--- config.mk ---
export PLATFORM = sky130hd
export DESIGN_NAME = conversion_auto_restart_ctrl
export DESIGN_NICKNAME = d
export VERILOG_FILES = /design/src/core/restart_pkg.sv /design/src/core/conversion_auto_restart_ctrl.sv
export SDC_FILE = /design/constraint.sdc
export NUM_CORES = 1
export LEC_CHECK = 0
export BUFFER_PORTS_ARGS = -buffer_cell sky130_fd_sc_hd__buf_2
export CAP_MARGIN = 5
export CORE_MARGIN = 2
export CORE_UTILIZATION = 35
export DETAILED_ROUTE_END_ITERATION = 6
export PLACE_DENSITY = 0.58
export SLEW_MARGIN = 10
export SYNTH_ARGS = -nofsm -noshare
export SYNTH_HDL_FRONTEND = slang
export SYNTH_SLANG_ARGS = --single-unit
--- constraint.sdc ---
create_clock -name clk_i -period 4.51 [get_ports clk_i]
set_input_delay 0.2255 -clock clk_i [delete_from_list [all_inputs] [get_ports clk_i]]
set_output_delay 0.2255 -clock clk_i [all_outputs]
set_load 0.02 [all_outputs]
--- src/core/restart_pkg.sv ---
package restart_pkg;

   // Register indices; byte address is four times the index
   localparam logic [3:0] IDX_STATUS = 4'h0;
   localparam logic [3:0] IDX_CFG0   = 4'h1;
   localparam logic [3:0] IDX_CFG1   = 4'h2;
   localparam logic [3:0] IDX_CFG2   = 4'h3;
   localparam logic [3:0] IDX_CFG3   = 4'h4;
   localparam logic [3:0] IDX_IRQ    = 4'h5;
   localparam logic [3:0] IDX_MUX    = 4'h6;
   localparam logic [3:0] IDX_SCAN   = 4'h7;
   localparam logic [3:0] IDX_TIMER  = 4'h8;
   localparam logic [3:0] IDX_OFFCAL = 4'h9;
   localparam logic [3:0] IDX_SCLCAL = 4'hA;
   localparam logic [3:0] IDX_RSVB   = 4'hB;
   localparam logic [3:0] IDX_RSVC   = 4'hC;
   localparam logic [3:0] IDX_LOCK   = 4'hD;
   localparam logic [3:0] IDX_SPARE  = 4'hE;
   localparam logic [3:0] IDX_CRC    = 4'hF;

   // Field positions (low bit of each field)
   localparam int F0_TOP   = 6;
   localparam int F0_CLK   = 4;
   localparam int F0_BURN  = 2;
   localparam int F0_MODE  = 0;
   localparam int F1_PRE   = 6;
   localparam int F2_BIAS  = 6;
   localparam int F3_SCL   = 1;
   localparam int F3_OFF   = 0;
   localparam int F5_IRQM  = 2;
   localparam int F5_STP   = 0;
   localparam int F7_DLY   = 21;
   localparam int ST_FLAG  = 0;

   // Masks and values after reset
   localparam logic [23:0] MASK_BYTE  = 24'h00_00FF;
   localparam logic [23:0] MASK_IRQ   = 24'h00_000F;
   localparam logic [23:0] MASK_SCAN  = 24'hE0_FFFF;
   localparam logic [23:0] MASK_WORD  = 24'hFF_FFFF;
   localparam logic [23:0] RST_IRQ    = 24'h00_0002;
   localparam logic [23:0] RST_LOCK   = 24'h00_00A5;
   localparam logic [23:0] RST_OTHER  = 24'h00_0000;
   localparam logic [7:0]  UNLOCK_KEY = 8'hA5;

   localparam logic [1:0] MODE_CONV = 2'b11;

   // Cycle counts at the master clock
   localparam logic [23:0] RESTART_CYC   = 24'h00_0002;
   localparam logic [23:0] RESTART_SLOW  = 24'h00_0004;
   localparam logic [23:0] SETUP_CYC     = 24'h00_0100;
   localparam logic [23:0] CONV_CYC      = 24'h00_0040;
   localparam logic [23:0] DLY_UNIT      = 24'h00_0004;

   // Background configuration checksum
   localparam logic [15:0] CRC_POLY = 16'h8005;
   localparam logic [15:0] CRC_INIT = 16'hFFFF;
   localparam logic [7:0]  CRC_BITS = 8'hC4;

   typedef enum logic [2:0] {
      ST_IDLE, ST_WAIT, ST_SETUP, ST_CONV, ST_DLY, ST_GAP
   } conv_state_t;

   typedef enum logic [1:0] {RK_NONE, RK_IMM, RK_DELAY, RK_STOP} restart_kind_t;

   typedef struct packed {
      logic reset;
      logic start;
      logic done;
   } conv_evt_t;

endpackage

--- src/core/conversion_auto_restart_ctrl.sv ---
// Our own choices: the register addresses and register access over APB.
`timescale 1ns/1ps
// Notes on behaviour
// RULE1: No-effect bits never disturb running conversions
// RULE2: Immediate group: reset now, resume after two
// RULE3: Immediate group: mode, prescale, ratio, gain, chopping, etc
// RULE4: Correction enables, irq mode: only on change
// RULE5: Sequencer keeps position on immediate restart; a CFG0 write with mode 11 restarts from the first channel instead
// RULE6: Ignored-in-mode selection bits cause no restart
// RULE7: Correction values restart only when enabled
// RULE8: Mode restart only on 11, else stop
// RULE9: Delayed group: two cycles, then start-up timer
// RULE10: Delayed group: top bits, clock, burnout, bias, reserved
// RULE11: Unchanged clock/burnout/bias gives immediate restart
// RULE12: Sequencer keeps position on delayed restart
// RULE13: Delayed restart runs timer even in standby
// RULE14: Reset clears analog clock phase at once
// RULE15: Start pulse only after restart delay
// RULE16: Restart latency two to four cycles
// RULE17: Host avoids writes or enables start pulse
// RULE18: Single mode: timer/sequence writes no restart; a sequence write that enables a channel restarts at once
// RULE19: In cycle: sequence write restarts whole sequence
// RULE20: In gap: timer write restarts whole sequence
// RULE21: Writes rejected unless lock code matches; lock and status writes are still accepted while locked
// RULE22: Locked: background checksum, flag on change
// RULE23: Mixed write uses delayed restart behaviour
module conversion_auto_restart_ctrl
(
   // Clock and reset
   input  wire logic                  clk_i,
   input  wire logic                  rst_b_i,
   // APB slave
   input  wire logic                  psel_i,
   input  wire logic                  penable_i,
   input  wire logic                  pwrite_i,
   input  wire logic [7:0]            paddr_i,
   input  wire logic [31:0]           pwdata_i,
   output logic      [31:0]           prdata_o,
   output logic                       pready_o,
   output logic                       pslverr_o,
   // Converter side
   output restart_pkg::conv_evt_t     conv_evt_o,
   output logic                       divided_analog_clock_o,
   output logic      [3:0]            seq_position_o,
   output logic                       crc_mismatch_o
);
   import restart_pkg::*;

   logic [23:0]   reg_ff [0:15];
   conv_state_t   state_ff;
   logic [23:0]   cnt_ff;
   logic          delayed_ff;
   logic [3:0]    pos_ff;
   conv_evt_t     evt_ff;
   logic [3:0]    div_ff;
   logic          divided_analog_clock_ff;
   logic          pready_ff;
   logic          pslverr_ff;
   logic [31:0]   prdata_ff;
   logic [15:0]   crc_run_ff;
   logic [15:0]   crc_out_ff;
   logic [7:0]    crc_idx_ff;
   logic          crc_valid_ff;
   logic          crc_flag_ff;

   logic [3:0]    idx;
   logic          unlocked;
   logic          bad;
   logic          commit;
   logic [23:0]   nw;
   logic [23:0]   old;
   logic          seq_mode;
   logic          running;
   restart_kind_t rk;
   logic          seq_full;
   logic [31:0]   rd_data;
   logic [195:0]  crc_vec;
   logic [15:0]   crc_nxt;
   logic          crc_clear;

   function automatic logic [23:0] wmask(input logic [3:0] i);
      case (i)
         IDX_IRQ:                        wmask = MASK_IRQ;
         IDX_SCAN:                       wmask = MASK_SCAN;
         IDX_TIMER, IDX_OFFCAL, IDX_SCLCAL,
         IDX_RSVB, IDX_RSVC:             wmask = MASK_WORD;
         IDX_CFG0, IDX_CFG1, IDX_CFG2, IDX_CFG3,
         IDX_MUX, IDX_LOCK:              wmask = MASK_BYTE;
         default:                        wmask = RST_OTHER;
      endcase
   endfunction

   // Lowest set channel at or above from, else lowest set channel
   function automatic logic [3:0] pick_chan(input logic [15:0] m,
                                            input logic [4:0]  from);
      logic [3:0] r;
      r = 4'h0;
      for (int i = 15; i >= 0; i--) begin
         if (m[i]) r = 4'(i);
      end
      for (int i = 15; i >= 0; i--) begin
         if (m[i] && 5'(i) >= from) r = 4'(i);
      end
      return r;
   endfunction

   function automatic logic [23:0] dly_len(input logic [2:0] d);
      return (d == 3'h0) ? RST_OTHER : 24'(DLY_UNIT << d);
   endfunction

   assign idx      = paddr_i[5:2];
   assign unlocked = (reg_ff[IDX_LOCK][7:0] == UNLOCK_KEY);
   assign seq_mode = |reg_ff[IDX_SCAN][15:0];
   assign running  = (state_ff != ST_IDLE);
   assign nw       = pwdata_i[23:0] & wmask(idx);
   assign old      = reg_ff[idx];
   assign commit   = psel_i & penable_i & pready_ff & pwrite_i & ~pslverr_ff;

   // Status is write-one-to-clear and stays writable when locked
   always_comb begin
      bad = (paddr_i[1:0] != 2'b00) || (paddr_i[7:6] != 2'b00) ||
            (idx == IDX_SPARE);
      // RULE21: lock gates writes
      if (pwrite_i && (idx == IDX_CRC ||
          (!unlocked && idx != IDX_LOCK && idx != IDX_STATUS))) begin
         bad = 1'b1;
      end
   end

   always_comb begin
      case (idx)
         IDX_STATUS: rd_data = {22'h0, 3'(state_ff), pos_ff, seq_mode,
                                ~unlocked, crc_flag_ff};
         IDX_CRC:    rd_data = {16'h0, crc_out_ff};
         default:    rd_data = {8'h00, reg_ff[idx]};
      endcase
   end

   // Classify the effect of one committed write
   always_comb begin
      rk       = RK_NONE;
      seq_full = 1'b0;
      case (idx)
         IDX_CFG0: begin
            // RULE10: delayed group fields
            // RULE11: changed value adds start-up
            if (nw[F0_TOP+:2] != old[F0_TOP+:2] || nw[F0_CLK+:2] != old[F0_CLK+:2] ||
                nw[F0_BURN+:2] != old[F0_BURN+:2]) begin
               // RULE23: delayed wins
               rk = RK_DELAY;
            end else if (nw[F0_MODE+:2] == MODE_CONV) begin
               // RULE8: restart only on 11
               rk       = RK_IMM;
               seq_full = 1'b1;
            end else begin
               rk = RK_STOP;
            end
         end
         IDX_CFG2: begin
            if (nw[F2_BIAS+:2] != old[F2_BIAS+:2]) begin
               rk = RK_DELAY;
            end else if (running) begin
               rk = RK_IMM;
            end
         end
         // RULE3: immediate group member
         IDX_CFG1: rk = running ? RK_IMM : RK_NONE;
         IDX_CFG3: begin
            // RULE4: enables restart only on change
            // RULE1: format and link bits ignored
            if (running && nw[1:0] != old[1:0]) rk = RK_IMM;
         end
         IDX_IRQ: begin
            if (running && nw[F5_IRQM+:2] != old[F5_IRQM+:2]) rk = RK_IMM;
         end
         // RULE6: selection ignored in sequencer mode
         IDX_MUX: rk = (running && !seq_mode) ? RK_IMM : RK_NONE;
         IDX_SCAN: begin
            if (!seq_mode) begin
               // RULE18: enter sequencer at once
               if (|nw[15:0]) begin
                  rk       = RK_IMM;
                  seq_full = 1'b1;
               end
            end else if (running && state_ff != ST_GAP) begin
               // RULE19: whole sequence restarts
               rk       = RK_IMM;
               seq_full = 1'b1;
            end
         end
         IDX_TIMER: begin
            // RULE20: gap timer write restarts sequence
            if (seq_mode && state_ff == ST_GAP) begin
               rk       = RK_IMM;
               seq_full = 1'b1;
            end
         end
         // RULE7: correction value needs its enable
         IDX_OFFCAL: rk = (running && reg_ff[IDX_CFG3][F3_OFF]) ? RK_IMM : RK_NONE;
         IDX_SCLCAL: rk = (running && reg_ff[IDX_CFG3][F3_SCL]) ? RK_IMM : RK_NONE;
         IDX_RSVB, IDX_RSVC: rk = RK_DELAY;
         default: rk = RK_NONE;
      endcase
   end

   // APB answer: one wait state, write lands on the completing edge
   always_ff @(posedge clk_i) begin
      if (!rst_b_i) begin
         pready_ff  <= 1'b0;
         pslverr_ff <= 1'b0;
         prdata_ff  <= 32'h0000_0000;
      end else if (psel_i && penable_i && !pready_ff) begin
         pready_ff  <= 1'b1;
         pslverr_ff <= bad;
         prdata_ff  <= (pwrite_i || bad) ? 32'h0000_0000 : rd_data;
      end else begin
         pready_ff  <= 1'b0;
         pslverr_ff <= 1'b0;
      end
   end

   always_ff @(posedge clk_i) begin
      if (!rst_b_i) begin
         for (int i = 0; i < 16; i++) begin
            reg_ff[i] <= RST_OTHER;
         end
         reg_ff[IDX_IRQ]  <= RST_IRQ;
         reg_ff[IDX_LOCK] <= RST_LOCK;
      end else if (commit && idx != IDX_STATUS) begin
         reg_ff[idx] <= nw;
      end
   end

   // Analog clock divider, phase cleared by every restart
   always_ff @(posedge clk_i) begin
      if (!rst_b_i) begin
         div_ff   <= 4'h0;
         divided_analog_clock_ff <= 1'b0;
      end else if (commit && rk != RK_NONE) begin
         // RULE14: phase reset, glitch accepted
         div_ff   <= 4'h0;
         divided_analog_clock_ff <= 1'b0;
      end else begin
         div_ff   <= div_ff + 4'h1;
         divided_analog_clock_ff <= div_ff[reg_ff[IDX_CFG1][F1_PRE+:2]];
      end
   end

   // Conversion sequencing and restart timing
   always_ff @(posedge clk_i) begin
      if (!rst_b_i) begin
         state_ff   <= ST_IDLE;
         cnt_ff     <= RST_OTHER;
         delayed_ff <= 1'b0;
         pos_ff     <= 4'h0;
         evt_ff     <= '0;
      end else begin
         evt_ff <= '0;
         if (commit && rk == RK_STOP) begin
            state_ff     <= ST_IDLE;
            evt_ff.reset <= 1'b1;
         end else if (commit && rk != RK_NONE) begin
            // RULE2: reset now, resume later
            // RULE16: a write on a high clock phase waits two more
            state_ff     <= ST_WAIT;
            cnt_ff       <= (divided_analog_clock_ff ? RESTART_SLOW : RESTART_CYC) - 24'h00_0001;
            // RULE9: start-up timer pending
            // RULE13: also from standby
            delayed_ff   <= (rk == RK_DELAY);
            evt_ff.reset <= 1'b1;
            // RULE5: partial restart keeps position
            // RULE12: same for delayed group
            if (seq_full) begin
               pos_ff <= pick_chan((idx == IDX_SCAN) ? nw[15:0]
                                   : reg_ff[IDX_SCAN][15:0], 5'h00);
            end
         end else begin
            if (cnt_ff != RST_OTHER) cnt_ff <= cnt_ff - 24'h00_0001;
            case (state_ff)
               ST_WAIT: begin
                  if (cnt_ff == RST_OTHER) begin
                     if (delayed_ff) begin
                        state_ff <= ST_SETUP;
                        cnt_ff   <= SETUP_CYC - 24'h00_0001;
                     end else if (reg_ff[IDX_CFG0][F0_MODE+:2] == MODE_CONV) begin
                        state_ff     <= ST_CONV;
                        cnt_ff       <= CONV_CYC - 24'h00_0001;
                        // RULE15: pulse after restart delay
                        evt_ff.start <= reg_ff[IDX_IRQ][F5_STP];
                     end else begin
                        state_ff <= ST_IDLE;
                     end
                  end
               end
               ST_SETUP, ST_DLY, ST_GAP: begin
                  if (cnt_ff == RST_OTHER) begin
                     if (reg_ff[IDX_CFG0][F0_MODE+:2] == MODE_CONV) begin
                        state_ff     <= ST_CONV;
                        cnt_ff       <= CONV_CYC - 24'h00_0001;
                        evt_ff.start <= reg_ff[IDX_IRQ][F5_STP];
                     end else begin
                        state_ff <= ST_IDLE;
                     end
                  end
               end
               ST_CONV: begin
                  if (cnt_ff == RST_OTHER) begin
                     evt_ff.done <= 1'b1;
                     cnt_ff      <= CONV_CYC - 24'h00_0001;
                     if (seq_mode) begin
                        pos_ff <= pick_chan(reg_ff[IDX_SCAN][15:0], 5'(pos_ff) + 5'h01);
                        if (pick_chan(reg_ff[IDX_SCAN][15:0], 5'(pos_ff) + 5'h01)
                            <= pos_ff) begin
                           // Gap of timer value plus one cycle, so zero still leaves one idle cycle
                           state_ff <= ST_GAP;
                           cnt_ff   <= reg_ff[IDX_TIMER];
                        end else if (reg_ff[IDX_SCAN][F7_DLY+:3] != 3'h0) begin
                           state_ff <= ST_DLY;
                           cnt_ff   <= dly_len(reg_ff[IDX_SCAN][F7_DLY+:3])
                                       - 24'h00_0001;
                        end else begin
                           evt_ff.start <= reg_ff[IDX_IRQ][F5_STP];
                        end
                     end else begin
                        evt_ff.start <= reg_ff[IDX_IRQ][F5_STP];
                     end
                  end
               end
               default: state_ff <= ST_IDLE;
            endcase
         end
      end
   end

   // Every writable bit, walked one bit per cycle while locked
   assign crc_vec = {reg_ff[IDX_CFG0][7:0], reg_ff[IDX_CFG1][7:0],
                     reg_ff[IDX_CFG2][7:0], reg_ff[IDX_CFG3][7:0],
                     reg_ff[IDX_IRQ][3:0], reg_ff[IDX_MUX][7:0],
                     reg_ff[IDX_SCAN], reg_ff[IDX_TIMER], reg_ff[IDX_OFFCAL],
                     reg_ff[IDX_SCLCAL], reg_ff[IDX_RSVB], reg_ff[IDX_RSVC],
                     reg_ff[IDX_LOCK][7:0]};
   assign crc_nxt   = {crc_run_ff[14:0], 1'b0} ^
                      ((crc_run_ff[15] ^ crc_vec[crc_idx_ff]) ? CRC_POLY : 16'h0000);
   assign crc_clear = commit && idx == IDX_STATUS && pwdata_i[ST_FLAG];

   always_ff @(posedge clk_i) begin
      if (!rst_b_i) begin
         crc_run_ff   <= CRC_INIT;
         crc_out_ff   <= 16'h0000;
         crc_idx_ff   <= 8'h00;
         crc_valid_ff <= 1'b0;
      end else if (unlocked) begin
         crc_run_ff   <= CRC_INIT;
         crc_idx_ff   <= 8'h00;
         crc_valid_ff <= 1'b0;
      end else if (crc_idx_ff == CRC_BITS - 8'h01) begin
         // RULE22: result of each full pass
         crc_run_ff   <= CRC_INIT;
         crc_out_ff   <= crc_nxt;
         crc_idx_ff   <= 8'h00;
         crc_valid_ff <= 1'b1;
      end else begin
         crc_run_ff <= crc_nxt;
         crc_idx_ff <= crc_idx_ff + 8'h01;
      end
   end

   // Set wins over a clear in the same cycle
   always_ff @(posedge clk_i) begin
      if (!rst_b_i) begin
         crc_flag_ff <= 1'b0;
      end else if (!unlocked && crc_valid_ff && crc_idx_ff == CRC_BITS - 8'h01 &&
                   crc_nxt != crc_out_ff) begin
         // RULE22: flag on checksum change
         crc_flag_ff <= 1'b1;
      end else if (crc_clear) begin
         crc_flag_ff <= 1'b0;
      end
   end

   assign prdata_o               = prdata_ff;
   assign pready_o               = pready_ff;
   assign pslverr_o              = pslverr_ff;
   assign conv_evt_o             = evt_ff;
   assign divided_analog_clock_o = divided_analog_clock_ff;
   assign seq_position_o         = pos_ff;
   assign crc_mismatch_o         = crc_flag_ff;

endmodule // conversion_auto_restart_ctrl

==> results.toml <==
[outcome]
status = "complete, no violations"

[die]
row_count = 97
die_h_um = 269.6
die_area_sq_mm = 0.07267
core_sq_mm = 0.06991
die_w_um = 269.6
io_pins = 88
initial_core_util_pct = 35.31

[power]
p_per_area_mw_per_mm2 = 396.5
clkPwrFrac_pct = 38.2
pwr-share-seq_pct = 46.6
internal_power_w = 0.008429
comb_power_share_pct = 15.2
leakagePower_nw = 10.56
switchingPower_w = 0.003059
irDropWorstVdd_uv = 252.1
p_sw_share_pct = 26.63

[clock_network]
clk_path_buf_depth = 3
worstSkewPairLatency_ps = 610
cts_tree = "yes"
clk_pin_slew_worst_paths_ps = 60
htree_levels = 2
clockRootBuffer = "clkbuf_16"
cts-buffers-inserted = 52
clkSinkCount = 492

[yosys]
synthFlopType = "edfxtp_1"
synth_cell_type_count = 88
ys_ff_latch = 492
avgSynthCellArea_sq_um = 12.47
ys_seq_area_share_pct = 55.47
synth_edf_count = 384
yosysWarningCount = 0
ys_async_sr_fraction_pct = 0
synthesis.area_sq_mm = 0.02468
syn_inst = 1980

[cells_and_area]
most-common-layout-cells = "384 x edfxtp_1, 297 x nor2_1, 201 x conb_1, 161 x nand2_1, 152 x mux4_2"
finalInstanceArea_sq_mm = 0.02897
layout-drive-gt1-share_pct = 19.24
area_growth_pct = 17.37
layout_commonest_cell = "edfxtp_1"
nets = 2328

[global_routing]
antenna_found_initial = 1
grtUsageMet1_pct = 30.59
track_usage_pct = 21.89
met2_usage_pct = 34.31
grt_pass1_wl_um = 119200
grt_max_degree = 52
grt_use_met3_pct = 3.687
grt_pass1_vias = 17770
gr-max-usage-layer = "met2"
overflow = 0

[hold_path]
hp-class = "in2reg"
min_path_cells = 2
min_from = "pwdata_i[11]"

[worst_setup_path]
r2r_start = "seq_position_o[1]"
worstRegToRegCells = 19
startpoint = "seq_position_o[1]"
worstPathArrival_ps = 4640
path_class = "reg2reg"
worstPathRequired_ps = 4970
rrSetupSlack_ps = 330
crit_fanout = 5
start_kind = "flop"
crit_path_end_kind = "flop"

[routing]
post_drt_wl_per_cell_um = 24.79
drt_iter0_drc = 2401
drc = 0
ant_nets = 0
dr.pass1.iters = 6
via_per_inst = 5.607
num_vias = 18220
wl_um = 80550

[timing]
fmax_mhz = 239.4
slew_violations = 0
fin_crit_sh_pct = 92.64
finalSetupViolCount = 0
maxSlewHeadroom_pct = 21.79
period_minus_slack_ps = 4178
skew_ps = 18.13
grt_setup_unrepaired = "no"
fin_tns_setup_ps = 0
tightest_slew_ps = 1173
finalHoldViolCount = 0

[placed_design]
io_buffers = 71
dp_hpwl_um = 58070
routabilityCongestion = 0.9674
dpl_cell_area_sq_mm = 0.02712

[job]
maxCapViolations = 0
[final timing paths]
check                       end
setup / recovery    state_ff[0]
hold / removal    reg_ff[7][11]
setup reg to reg    state_ff[0]
hold reg to reg      cnt_ff[14]
[critical path, cell delays in order, from the launching register on]
cell,delay [ps]
dfxtp_1,440
inv_1,120
ha_1,350
or3_1,430
a21oi_1,260
nor2_1,60
o21a_1,160
o21ai_0,190
a21oi_2,100
ha_1,300
nor2b_1,130
o21a_1,160
o21a_1,170
o21a_1,200
a21boi_1,200
nand2b_1,170
o21ai_0,110
a31oi_1,260
a21o_1,140
a211oi_1,60
[what timing repair did]
item                                    in CTS  in global routing
hold buffers                                 8                  0
hold endpoints to repair                     8                  0
setup buffers                                0                  0
resized for setup                            0                 10
endpoints found under the setup margin       0                 22
[per-layer routing]
layer  share of wire [%]  vias to the layer above
met5                   0                        -
met4                 3.9                        0
met3                 9.1                      176
met2                  45                      964
met1                  42                     9114
li1                    -                     7964
[cells in the mapped netlist (11+ instances only)]
master      n  share of area (%)
buf_2      23               0.47
nor3_1     31               0.63
a21oi_1    73                1.5
buf_1      11               0.17
edfxtp_1  384                 47
clkbuf_1   86                1.3
or3_1      30               0.76
mux2i_1    46                1.9
nor4_1     21               0.53
inv_1      43               0.65
nand2_1   161                2.4
a22oi_1    40                1.2
o22ai_1    17               0.43
and3_1     23               0.58
and2_1     14               0.35
xnor2_1    17               0.60
a31oi_1    32               0.81
a211oi_1   12               0.36
mux4_2    152                 14
a222oi_1   11               0.45
nor2b_1    19               0.48
ha_1       18               0.91
buf_4      19               0.58
o21ai_0    47               0.95
nor2_1    298                4.5
xor2_1     22               0.78
nand2b_1   13               0.33
nand3_1    42               0.85
dfxtp_1   108                8.8
[stage by stage]
step / power (W) / setup slack [ps] / utilization [%] / hold slack [ps] / std cells
floorplan: 0.006554 / 208.0 / - / 423.5 / 2180
global placement: 0.007109 / 248.9 / 38.80 / 433.1 / 3143
detailed placement: 0.007149 / 166.2 / 38.80 / 437.4 / 3143
CTS: 0.01153 / 147.1 / 41.40 / 1.439 / 3248
global route: 0.01188 / 9.256 / 41.44 / 47.10 / 3249
finish: 0.01149 / 332.0 / 41.44 / 41.55 / 3249
[kinds of logic after synthesis]
| group | synth area share (%) |
|---|---|
| xor gates and xnor gates | 1.384 |
| muxes | 16.10 |
| buffers and inverters | 3.477 |
| other | 0.01519 |
| and+or+nand+nor | 13.07 |
| adders and majority gates | 0.9124 |
| DFF | 55.47 |
| AOI/OAI and AO/OA | 9.575 |
[power groups by stage]
stage / logic, W / registers [W] / clock network (W)
2_1_floorplan: 0.00119 / 0.00537 / 0
3_3_place_gp: 0.00168 / 0.00543 / 0
3_5_place_dp: 0.00170 / 0.00545 / 0
4_1_cts: 0.00172 / 0.00535 / 0.00446
5_1_grt: 0.00187 / 0.00539 / 0.00462
6_report: 0.00174 / 0.00536 / 0.00439
[layout make-up]
| cell class | instances | area (sq um) |
|---|---|---|
| fillers | 6568 | 40930 |
| flip-flops and latches | 492 | 13700 |
| multi-input cells | 1498 | 10930 |
| clock buffers | 73 | 1493 |
| repair buffers | 176 | 1260 |
| well taps | 940 | 1176 |
| clock inverters | 24 | 245.2 |
| inverters | 45 | 170.2 |
| diodes | 1 | 2.502 |
[flip-flops by register name, summed over array words and instances (netlist names), 4 cells and up]
name,count
seq_position_o,4
crc_out_ff,16
prdata_o,24
reg_ff,384
cnt_ff,24
div_ff,4
crc_run_ff,16
crc_idx_ff,8
(Power assumes the default switching activity.)
